**src/rtl/tw_pkg.sv**
```systemverilog
// constants and types shared by the two-wire target receiver
package tw_pkg;
   // ------------------------------------------------------------
   // register offsets on the plain register port
   // ------------------------------------------------------------
   localparam logic [1:0] OFS_OWN_ADDR = 2'h0;
   localparam logic [1:0] OFS_CONTROL  = 2'h1;
   localparam logic [1:0] OFS_STATUS   = 2'h2;
   localparam logic [1:0] OFS_DATA     = 2'h3;
   // ------------------------------------------------------------
   // control register fields, plus the broadcast enable bit of the own address register
   // ------------------------------------------------------------
   localparam int BIT_EVENT_FLAG  = 7;
   localparam int BIT_ACK_ENABLE  = 6;
   localparam int BIT_START_REQ   = 5;
   localparam int BIT_STOP_REQ    = 4;
   localparam int BIT_WRITE_COLL  = 3;
   localparam int BIT_IFACE_EN    = 2;
   localparam int BIT_IRQ_ENABLE  = 0;
   localparam int BIT_BCAST_EN    = 0;
   // ------------------------------------------------------------
   // values after reset
   // ------------------------------------------------------------
   localparam logic [7:0] RST_OWN_ADDR = 8'h00;
   localparam logic [7:0] RST_DATA     = 8'hff;
   localparam logic [1:0] RST_PRESCALE = 2'h0;
   // ------------------------------------------------------------
   // status codes with prescaler bits zero, then broadcast address and last bit index
   // ------------------------------------------------------------
   localparam logic [7:0] ST_IDLE      = 8'hf8;
   localparam logic [7:0] ST_OWN_W     = 8'h60;
   localparam logic [7:0] ST_ARB_OWN_W = 8'h68;
   localparam logic [7:0] ST_BCAST     = 8'h70;
   localparam logic [7:0] ST_ARB_BCAST = 8'h78;
   localparam logic [7:0] ST_OWN_ACK   = 8'h80;
   localparam logic [7:0] ST_OWN_NACK  = 8'h88;
   localparam logic [7:0] ST_BC_ACK    = 8'h90;
   localparam logic [7:0] ST_BC_NACK   = 8'h98;
   localparam logic [7:0] ST_STOP_RX   = 8'ha0;
   localparam logic [6:0] BCAST_ADDR   = 7'h00;
   localparam logic [2:0] LAST_BIT     = 3'h7;
   // ------------------------------------------------------------
   // state types
   // ------------------------------------------------------------
   typedef enum logic [2:0] {E_IDLE, E_BITS, E_WAIT8, E_ACK, E_ACKEND, E_HOLD, E_SKIP} tw_eng_st_e;
   typedef enum logic [1:0] {M_UNADDR, M_OWN, M_BCAST, M_TX} tw_mode_e;
endpackage

```
**src/rtl/tw_link_if.sv**
```systemverilog
// carrier between the target controller and its bit engine
interface tw_link_if;
   logic       en;
   logic       hold;
   logic       ack_drive;
   logic       drop;
   logic       start_p;
   logic       stop_p;
   logic       byte_p;
   logic       ack_p;
   logic       first;
   logic [7:0] rx_byte;
   modport eng (input en, hold, ack_drive, drop, output start_p, stop_p, byte_p, ack_p, first, rx_byte);
   modport ctl (output en, hold, ack_drive, drop, input start_p, stop_p, byte_p, ack_p, first, rx_byte);
endinterface

```
**src/rtl/tw_bit_engine.sv**
```systemverilog
// bit engine: pin sampling, start/stop detection, byte shift, ack drive, clock stretch
module tw_bit_engine
   import tw_pkg::*;
(
   // clock and reset
   input  wire logic i_mclk,
   input  wire logic i_rst_b,
   // bus pins
   input  wire logic i_scl,
   input  wire logic i_sda,
   output logic      o_scl_oe,
   output logic      o_sda_oe,
   // controller side
   tw_link_if.eng    lnk
);
   // ------------------------------------------------------------
   // synchronisers and edge history
   // ------------------------------------------------------------
   logic [1:0] scl_sync_q;
   logic [1:0] sda_sync_q;
   logic       scl_p_q;
   logic       sda_p_q;
   always_ff @(posedge i_mclk) begin
      if (!i_rst_b) begin
         scl_sync_q <= 2'h3;
         sda_sync_q <= 2'h3;
         scl_p_q    <= 1'b1;
         sda_p_q    <= 1'b1;
      end else begin
         scl_sync_q <= {scl_sync_q[0], i_scl};
         sda_sync_q <= {sda_sync_q[0], i_sda};
         scl_p_q    <= scl_sync_q[1];
         sda_p_q    <= sda_sync_q[1];
      end
   end
   logic scl_s;
   logic sda_s;
   logic rise;
   logic fall;
   logic start_c;
   logic stop_c;
   assign scl_s   = scl_sync_q[1];
   assign sda_s   = sda_sync_q[1];
   assign rise    = scl_s & ~scl_p_q;
   assign fall    = ~scl_s & scl_p_q;
   // sda moving while scl stays high marks start or stop
   assign start_c = scl_s & scl_p_q & sda_p_q & ~sda_s;
   assign stop_c  = scl_s & scl_p_q & ~sda_p_q & sda_s;
   // ------------------------------------------------------------
   // engine state
   // ------------------------------------------------------------
   tw_eng_st_e st_q, st_d;
   logic [2:0] cnt_q, cnt_d;
   logic [7:0] sh_q, sh_d;
   logic       first_q, first_d;
   logic       sda_oe_q, sda_oe_d;
   logic       scl_oe_q, scl_oe_d;
   logic       start_q, start_d, stop_q, stop_d, byte_q, byte_d, ack_q, ack_d;
   always_comb begin
      st_d = st_q;
      cnt_d = cnt_q;
      sh_d = sh_q;
      first_d = first_q;
      sda_oe_d = sda_oe_q;
      start_d = 1'b0;
      stop_d = 1'b0;
      byte_d = 1'b0;
      ack_d = 1'b0;
      if (!lnk.en) begin
         st_d = E_IDLE;
         sda_oe_d = 1'b0;
      end else if (start_c) begin
         st_d = E_BITS;
         cnt_d = 3'h0;
         first_d = 1'b1;
         sda_oe_d = 1'b0;
         start_d = 1'b1;
      end else if (stop_c) begin
         st_d = E_IDLE;
         sda_oe_d = 1'b0;
         stop_d = 1'b1;
      end else begin
         case (st_q)
            E_BITS: begin
               if (rise) begin
                  sh_d = {sh_q[6:0], sda_s};
                  cnt_d = cnt_q + 3'h1;
                  if (cnt_q == LAST_BIT) begin
                     byte_d = 1'b1;
                     st_d = E_WAIT8;
                  end
               end
            end
            E_WAIT8: begin
               if (fall) begin
                  // a low on sda is an ack, released sda is a not-ack
                  st_d = lnk.drop ? E_SKIP : E_ACK;
                  sda_oe_d = lnk.ack_drive & ~lnk.drop;
                  first_d = 1'b0;
               end
            end
            E_ACK: begin
               if (rise) begin
                  st_d = E_ACKEND;
               end
            end
            E_ACKEND: begin
               if (fall) begin
                  sda_oe_d = 1'b0;
                  ack_d = 1'b1;
                  st_d = E_HOLD;
               end
            end
            E_HOLD: begin
               // the flag lands one cycle after the ack pulse, so wait for it
               if (!lnk.hold && !ack_q) begin
                  st_d = E_BITS;
                  cnt_d = 3'h0;
               end
            end
            E_IDLE, E_SKIP: begin
               sda_oe_d = 1'b0;
            end
            default: begin
               st_d = E_IDLE;
            end
         endcase
      end
      scl_oe_d = (st_d == E_HOLD);
   end
   always_ff @(posedge i_mclk) begin
      if (!i_rst_b) begin
         st_q <= E_IDLE;
         cnt_q <= 3'h0;
         sh_q <= 8'h00;
         first_q <= 1'b0;
         sda_oe_q <= 1'b0;
         scl_oe_q <= 1'b0;
         start_q <= 1'b0;
         stop_q <= 1'b0;
         byte_q <= 1'b0;
         ack_q <= 1'b0;
      end else begin
         st_q <= st_d;
         cnt_q <= cnt_d;
         sh_q <= sh_d;
         first_q <= first_d;
         sda_oe_q <= sda_oe_d;
         scl_oe_q <= scl_oe_d;
         start_q <= start_d;
         stop_q <= stop_d;
         byte_q <= byte_d;
         ack_q <= ack_d;
      end
   end
   assign o_scl_oe    = scl_oe_q;
   assign o_sda_oe    = sda_oe_q;
   assign lnk.start_p = start_q;
   assign lnk.stop_p  = stop_q;
   assign lnk.byte_p  = byte_q;
   assign lnk.ack_p   = ack_q;
   assign lnk.first   = first_q;
   assign lnk.rx_byte = sh_q;
endmodule

```
**src/rtl/tw_target_rx.sv**
```systemverilog
// two-wire target receiver: registers, address match, status codes
//
// Summary of operation
// - respond as target only to the upper seven bits of own address register.
// - own address lsb one also accepts broadcast address zero, else ignored.
// - matched address with direction 0 enters receive mode, own address with direction 1 transmit mode.
// - own address plus write bit sets the event flag with a valid code.
// - addressed after lost arbitration reports 0x68 own or 0x78 broadcast.
// - ack enable cleared means next data byte gets a not-acknowledge, sda high.
// - ack enable zero ignores own address; recognition resumes when set again.
// - in non-idle sleep with ack enable, address match still works on bus clock.
// - sleep match wakes the device and stretches scl until flag cleared.
// - data register need not hold the byte seen while waking up.
// - own address with write bit received and acked reports 0x60.
// - broadcast address acked with broadcast enable set reports 0x70.
// - acked data byte under own address reports 0x80, byte readable.
// - not-acked data byte under own address reports 0x88.
// - flag cleared in 0x60-0x80 receives next byte, ack per ack enable.
// - in 0x88 with ack enable zero become unaddressed, recognise nothing.
// - in 0x88 with ack enable one unaddressed but still recognising; start kept.
// - broadcast-addressed data byte reports 0x90 acked or 0x98 not-acked.
// - stop or repeated start while addressed reports 0xa0, then unaddressed.
module tw_target_rx
   import tw_pkg::*;
(
   // clock and reset
   input  wire logic       i_mclk,
   input  wire logic       i_rst_b,
   // register port
   input  wire logic [1:0] i_addr,
   input  wire logic [7:0] i_wdata,
   input  wire logic       i_wr,
   input  wire logic       i_rd,
   output logic      [7:0] o_rdata,
   // bus pins, open drain
   input  wire logic       i_scl,
   output logic            o_scl,
   output logic            o_scl_oe,
   input  wire logic       i_sda,
   output logic            o_sda,
   output logic            o_sda_oe,
   // system side
   input  wire logic       i_sleep,
   input  wire logic       i_arb_lost,
   output logic            o_wake,
   output logic            o_start_pending
);
   // ------------------------------------------------------------
   // bit engine
   // ------------------------------------------------------------
   tw_link_if lnk ();
   tw_bit_engine u_eng (
      .i_mclk   (i_mclk),
      .i_rst_b  (i_rst_b),
      .i_scl    (i_scl),
      .i_sda    (i_sda),
      .o_scl_oe (o_scl_oe),
      .o_sda_oe (o_sda_oe),
      .lnk      (lnk.eng)
   );
   // ------------------------------------------------------------
   // register and mode state
   // ------------------------------------------------------------
   logic [7:0] own_q, own_d;
   logic       flag_q, flag_d;
   logic       acken_q, acken_d;
   logic       sta_q, sta_d;
   logic       sto_q, sto_d;
   logic       wc_q, wc_d;
   logic       en_q, en_d;
   logic       ie_q, ie_d;
   logic [1:0] pre_q, pre_d;
   logic [7:0] code_q, code_d;
   logic [7:0] pend_q, pend_d;
   logic [7:0] data_q, data_d;
   logic [7:0] rdata_q, rdata_d;
   logic       arb_q, arb_d;
   logic       ackdrv_q, ackdrv_d;
   logic       drop_q, drop_d;
   logic       wake_q, wake_d;
   tw_mode_e   mode_q, mode_d;
   // ------------------------------------------------------------
   // address decode of the first byte
   // ------------------------------------------------------------
   logic own_hit;
   logic bc_hit;
   logic dir_rd;
   logic recog;
   assign own_hit = (lnk.rx_byte[7:1] == own_q[7:1]);
   assign bc_hit  = (lnk.rx_byte[7:1] == BCAST_ADDR) && own_q[BIT_BCAST_EN];
   assign dir_rd  = lnk.rx_byte[0];
   // recognition follows ack enable alone, which also covers leaving 0x88/0x98
   assign recog   = acken_q;
   always_comb begin
      own_d = own_q;
      flag_d = flag_q;
      acken_d = acken_q;
      sta_d = sta_q;
      sto_d = sto_q;
      wc_d = wc_q;
      en_d = en_q;
      ie_d = ie_q;
      pre_d = pre_q;
      code_d = code_q;
      pend_d = pend_q;
      data_d = data_q;
      rdata_d = 8'h00;
      arb_d = arb_q | i_arb_lost;
      ackdrv_d = ackdrv_q;
      drop_d = drop_q;
      wake_d = 1'b0;
      mode_d = mode_q;
      // ---------------- software writes ----------------
      if (i_wr) begin
         case (i_addr)
            OFS_OWN_ADDR: begin
               own_d = i_wdata;
            end
            OFS_CONTROL: begin
               acken_d = i_wdata[BIT_ACK_ENABLE];
               sta_d = i_wdata[BIT_START_REQ];
               sto_d = i_wdata[BIT_STOP_REQ];
               en_d = i_wdata[BIT_IFACE_EN];
               ie_d = i_wdata[BIT_IRQ_ENABLE];
               if (i_wdata[BIT_EVENT_FLAG]) begin
                  flag_d = 1'b0;
               end
            end
            OFS_STATUS: begin
               pre_d = i_wdata[1:0];
            end
            OFS_DATA: begin
               data_d = i_wdata;
               wc_d = ~flag_q;
            end
            default: begin
               own_d = own_q;
            end
         endcase
      end
      // ---------------- software reads ----------------
      if (i_rd) begin
         case (i_addr)
            OFS_OWN_ADDR: rdata_d = own_q;
            OFS_CONTROL:  rdata_d = {flag_q, acken_q, sta_q, sto_q, wc_q, en_q, 1'b0, ie_q};
            OFS_STATUS:   rdata_d = {code_q[7:3], 1'b0, pre_q};
            OFS_DATA:     rdata_d = data_q;
            default:      rdata_d = 8'h00;
         endcase
      end
      // ---------------- bus events, after writes so a set wins ----------------
      if (lnk.start_p || lnk.stop_p) begin
         if (mode_q == M_OWN || mode_q == M_BCAST) begin
            code_d = ST_STOP_RX;
            flag_d = 1'b1;
         end
         mode_d = M_UNADDR;
      end
      if (lnk.byte_p) begin
         drop_d = 1'b1;
         ackdrv_d = 1'b0;
         if (lnk.first) begin
            if (recog && (own_hit || bc_hit) && !dir_rd) begin
               drop_d = 1'b0;
               ackdrv_d = 1'b1;
               wake_d = i_sleep;
               arb_d = 1'b0;
               if (own_hit) begin
                  mode_d = M_OWN;
                  pend_d = arb_q ? ST_ARB_OWN_W : ST_OWN_W;
               end else begin
                  mode_d = M_BCAST;
                  pend_d = arb_q ? ST_ARB_BCAST : ST_BCAST;
               end
            end else if (recog && own_hit && dir_rd) begin
               // transmit side is not built here: the read address is left unanswered
               mode_d = M_TX;
            end
         end else if (mode_q == M_OWN || mode_q == M_BCAST) begin
            drop_d = 1'b0;
            ackdrv_d = acken_q;
            if (mode_q == M_OWN) begin
               pend_d = acken_q ? ST_OWN_ACK : ST_OWN_NACK;
            end else begin
               pend_d = acken_q ? ST_BC_ACK : ST_BC_NACK;
            end
            // while the core clock is stopped the byte is not captured
            if (!i_sleep) begin
               data_d = lnk.rx_byte;
            end
         end
      end
      if (lnk.ack_p) begin
         flag_d = 1'b1;
         code_d = pend_q;
         if (pend_q == ST_OWN_NACK || pend_q == ST_BC_NACK) begin
            mode_d = M_UNADDR;
         end
      end
      if (!en_q) begin
         mode_d = M_UNADDR;
      end
   end
   // ------------------------------------------------------------
   // state registers
   // ------------------------------------------------------------
   always_ff @(posedge i_mclk) begin
      if (!i_rst_b) begin
         own_q <= RST_OWN_ADDR;
         flag_q <= 1'b0;
         acken_q <= 1'b0;
         sta_q <= 1'b0;
         sto_q <= 1'b0;
         wc_q <= 1'b0;
         en_q <= 1'b0;
         ie_q <= 1'b0;
         pre_q <= RST_PRESCALE;
         code_q <= ST_IDLE;
         pend_q <= ST_IDLE;
         data_q <= RST_DATA;
         rdata_q <= 8'h00;
         arb_q <= 1'b0;
         ackdrv_q <= 1'b0;
         drop_q <= 1'b1;
         wake_q <= 1'b0;
         mode_q <= M_UNADDR;
      end else begin
         own_q <= own_d;
         flag_q <= flag_d;
         acken_q <= acken_d;
         sta_q <= sta_d;
         sto_q <= sto_d;
         wc_q <= wc_d;
         en_q <= en_d;
         ie_q <= ie_d;
         pre_q <= pre_d;
         code_q <= code_d;
         pend_q <= pend_d;
         data_q <= data_d;
         rdata_q <= rdata_d;
         arb_q <= arb_d;
         ackdrv_q <= ackdrv_d;
         drop_q <= drop_d;
         wake_q <= wake_d;
         mode_q <= mode_d;
      end
   end
   // ------------------------------------------------------------
   // outputs
   // ------------------------------------------------------------
   assign lnk.en          = en_q;
   assign lnk.hold        = flag_q;
   assign lnk.ack_drive   = ackdrv_q;
   assign lnk.drop        = drop_q;
   assign o_rdata         = rdata_q;
   assign o_scl           = 1'b0;
   assign o_sda           = 1'b0;
   assign o_wake          = wake_q;
   // the controller role is outside this block; it picks the kept request up
   assign o_start_pending = sta_q & ~flag_q;
endmodule

```
**config.mk**
```make
export PLATFORM = sky130hd
export DESIGN_NAME = tw_target_rx
export DESIGN_NICKNAME = d
export VERILOG_FILES = /design/src/rtl/tw_pkg.sv /design/src/rtl/tw_link_if.sv /design/src/rtl/tw_bit_engine.sv /design/src/rtl/tw_target_rx.sv
export SDC_FILE = /design/constraint.sdc
export NUM_CORES = 1
export LEC_CHECK = 0
export BUFFER_PORTS_ARGS = -buffer_cell sky130_fd_sc_hd__buf_2
export CAP_MARGIN = 25
export CORE_UTILIZATION = 50
export CTS_BUF_LIST = sky130_fd_sc_hd__clkbuf_16
export CTS_CLUSTER_SIZE = 12
export DETAILED_ROUTE_END_ITERATION = 7
export HOLD_SLACK_MARGIN = 0.03
export PLACE_DENSITY = 0.69
export SYNTH_ARGS = -nofsm -noshare
export SYNTH_HDL_FRONTEND = slang
export SYNTH_SLANG_ARGS = --single-unit
export TNS_END_PERCENT = 50
```
**constraint.sdc**
```tcl
create_clock -name i_mclk -period 2.2 [get_ports i_mclk]
set_input_delay 0.11 -clock i_mclk [delete_from_list [all_inputs] [get_ports i_mclk]]
set_output_delay 0.11 -clock i_mclk [all_outputs]
set_load 0.01 [all_outputs]
```
==> impl_metrics.py <==
metrics = {
    "worst_setup_path": {
        "crit_chain": "inv_1 -> ha_1 -> or3b_1 -> or2_1 -> o21ai_1 -> nand2_1",
        "rr_worst_depth": 6,
        "crit_arrival_ns": 2.15,
        "cp.required_ns": 2.41,
        "start_kind": "flop",
        "critPathMaxStageDelay_ns": 0.45,
        "cp-end-kind": "flop",
        "worst-path-max-fanout": 16,
        "crit_slowest_cell": "or2_1",
        "path_class": "flop to flop",
    },
    "floorplan": {
        "die_x_um": 83.0,
        "die_y_um": 83.0,
        "io_pins": 32,
        "fp.dieArea_mm2": 0.00688,
        "core_region_area_mm2": 0.00635,
        "start_util": 0.516,
        "num_rows": 29,
    },
    "route": {
        "drc": 0,
        "firstDrtPassIters": 4,
        "vias": 2520,
        "drtAntennaViolNets": 0,
        "wire_per_inst_um": 15.3,
        "viasPerCell": 5.51,
        "totalWireLength_mm": 6.99,
        "initialDrtViolationCount": 112,
    },
    "logic_synthesis": {
        "yosysWarnings": 0,
        "yosysSeqAreaShare": 0.458,
        "async_reset_ff_frac": 0,
        "synth-seq-cells": 75,
        "synth_cell_type_count": 50,
        "postSynthAreaPerCell_um2": 9.44,
        "synthFlopType": "dfxtp_1",
        "synthCells": 347,
        "synth_edf_count": 0,
        "netlist_area_mm2": 0.00328,
    },
    "place": {
        "gp_congestion": 0.801,
        "place_hpwl_mm": 4.89,
        "portBuffers": 29,
        "placed_cells": 438,
    },
    "sta": {
        "max_freq_ghz": 0.515,
        "rsz0062_at_grt": "false",
        "slew_violations": 0,
        "maxSlewHeadroom": 0.588,
        "worst_pin_slew_ns": 0.610,
        "final_hold_viol_count": 0,
        "min_period_ns": 1.94,
        "fin_crit_sh": 0.882,
        "finalSetupViolations": 0,
        "fin_tns_setup_ns": 0,
        "finalClockSkew_ns": 0.00388,
    },
    "cts": {
        "clkLatencyLatePin_ns": 0.32,
        "htreeDepth": 3,
        "clkSinkCount": 75,
        "cts_setup_buffers": 0,
        "cts_tree": "built",
        "cts_buffer_depth": 2,
        "cts_made_buffers": 9,
        "cts.clk_slew.worst_paths_ns": 0.05,
        "root_buffer": "clkbuf_16",
    },
    "grt": {
        "grt_pass1_wl_mm": 11.9,
        "overflow": 0,
        "track_usage": 0.220,
        "grt_max_degree": 23,
        "grt_pass1_vias": 2481,
        "grt_antenna_before_repair": 0,
    },
    "power": {
        "power_w": 0.00297,
        "pwr_density_cell_mw_per_mm2": 789,
        "peakVddDrop_v": 0.000469,
        "leakage_nw": 1.55,
    },
    "cells_and_area": {
        "areaGrowthSynthToFinish_pct": 14.7,
        "instances_no_fill": 457,
        "layout-drive-gt1-share": 0.142,
        "final_nets": 396,
        "fillers": 553,
        "n_antenna_cell": 0,
    },
    "min_path": {
        "holdCritPathClass": "input pin to flop",
        "whs_path_depth": 2,
    },
    "run": {
        "maxCapViolCount": 0,
    },
    "outcome": {
        "outcome": "finished clean",
    },
}
## power by group
| group | internal (W) | switching, W | total, W |
|---|---|---|---|
| Sequential | 0.00139 | 0.0000188 | 0.00141 |
| Clock | 0.000854 | 0.000513 | 0.00137 |
| Combinational | 0.0000916 | 0.0000997 | 0.000191 |
## timing repair
action                    4_1_cts  5_1_grt
resized for setup               0        0
hold endpoints to repair        3        0
hold buffers                    3        0
## routing by layer
layer	wire, um	global-route usage	up-vias	share of wire
met1	3220	0.289	1176	0.46
met3	310	0.0408	13	0.044
met2	3310	0.350	67	0.47
met4	149	0.107	0	0.021
li1	-	-	1264	-
met5	0	0	-	0
## synth_stat cells, types with 2 or more instances
cell type	n	share of area
xnor2_1	3	0.0080
and3_1	2	0.0038
nand3b_1	4	0.0092
nand3_1	14	0.021
or2_1	2	0.0038
ha_1	3	0.011
nand2b_1	10	0.019
nand2_1	41	0.047
o211a_1	2	0.0061
o22ai_1	4	0.0076
xor2_1	5	0.013
o21a_1	4	0.0092
dfxtp_1	75	0.46
inv_1	6	0.0069
o21ai_0	12	0.018
nor2_1	19	0.022
o21ai_1	9	0.014
buf_4	3	0.0069
nand4b_1	3	0.0080
mux4_2	6	0.041
clkbuf_1	11	0.013
nor3_1	2	0.0031
a21oi_1	7	0.011
a21boi_0	3	0.0069
o211ai_1	4	0.0092
a31oi_1	3	0.0057
a22oi_1	3	0.0069
and2_1	3	0.0057
nor2b_1	36	0.069
buf_2	3	0.0046
nor4b_1	2	0.0053
mux2i_1	25	0.076
## layout by cell type (no fill, tap or decap), drive strengths merged, types with 5 or more instances in the layout
| cell type | netlist | routed |
|---|---|---|
| nor2b | 36 | 36 |
| nand2b | 10 | 10 |
| xor2 | 5 | 5 |
| dfxtp | 75 | 75 |
| mux2i | 25 | 25 |
| a21oi | 7 | 7 |
| nand3 | 14 | 14 |
| o21ai | 21 | 21 |
| mux4 | 6 | 6 |
| buf | 8 | 32 |
| clkbuf | 11 | 9 |
| inv | 6 | 10 |
| nand2 | 41 | 41 |
| nor2 | 19 | 19 |
## worst paths after layout
check / start / to / slack (ns)
hold reg to reg: u_eng.sda_sync_q[0] / u_eng.sda_sync_q[1] / 0.41
hold / removal: i_sleep / o_wake / 0.04
setup / recovery: mode_q[1] / data_q[1] / 0.26
setup reg to reg: mode_q[1] / data_q[1] / 0.26
## cell type report
type | count | area [um2] | share of cell area
clock inverter | 7 | 53.8 | 0.0143
inverter | 6 | 22.5 | 0.00599
tap | 77 | 96.3 | 0.0256
clock buffer | 9 | 225 | 0.0599
multi-input combinational | 248 | 1660 | 0.442
sequential | 75 | 1500 | 0.399
timing repair buffer | 35 | 198 | 0.0526
## worst max-delay path, delay by kind of cell, from the launching register on
kind,cells,cell delay [ns]
and+or+nand+nor,3,0.95
buffers and inverters,1,0.05
AOI/OAI and AO/OA,1,0.21
DFF,1,0.32
adders and majority gates,1,0.29
## per-stage QoR
step | setup WS (ns) | area, um2 | util | hold slack, ns
after CTS | 0.270 | 3760 | 0.592 | 0.0324
final | 0.259 | 3760 | 0.592 | 0.0360
after global placement | 0.347 | 3450 | 0.543 | 0.294
after global routing | 0.117 | 3760 | 0.592 | 0.0495
after floorplan | 0.398 | 3280 | - | 0.211
after detailed placement | 0.291 | 3450 | 0.543 | 0.300
## kinds of logic after synthesis
kind of cell | share of synthesized area
buffers and inverters | 0.0355
and+or+nand+nor | 0.237
adders and majority gates | 0.0115
muxes | 0.121
xor gates and xnor gates | 0.0214
AOI/OAI and AO/OA | 0.115
other | 0.00114
DFF | 0.458
## state kept, by name (all words and copies together) (netlist names), 2 cells and up
| register | cells |
|---|---|
| data_q | 8 |
| own_q | 8 |
| u_eng.sda_sync_q | 2 |
| mode_q | 2 |
| o_rdata | 8 |
| u_eng.cnt_q | 3 |
| pre_q | 2 |
| u_eng.scl_sync_q | 2 |
| u_eng.lnk.rx_byte | 8 |
| u_eng.st_q | 3 |
| code_q | 5 |
| pend_q | 4 |
Note: power is estimated with default switching activity, not from simulation.
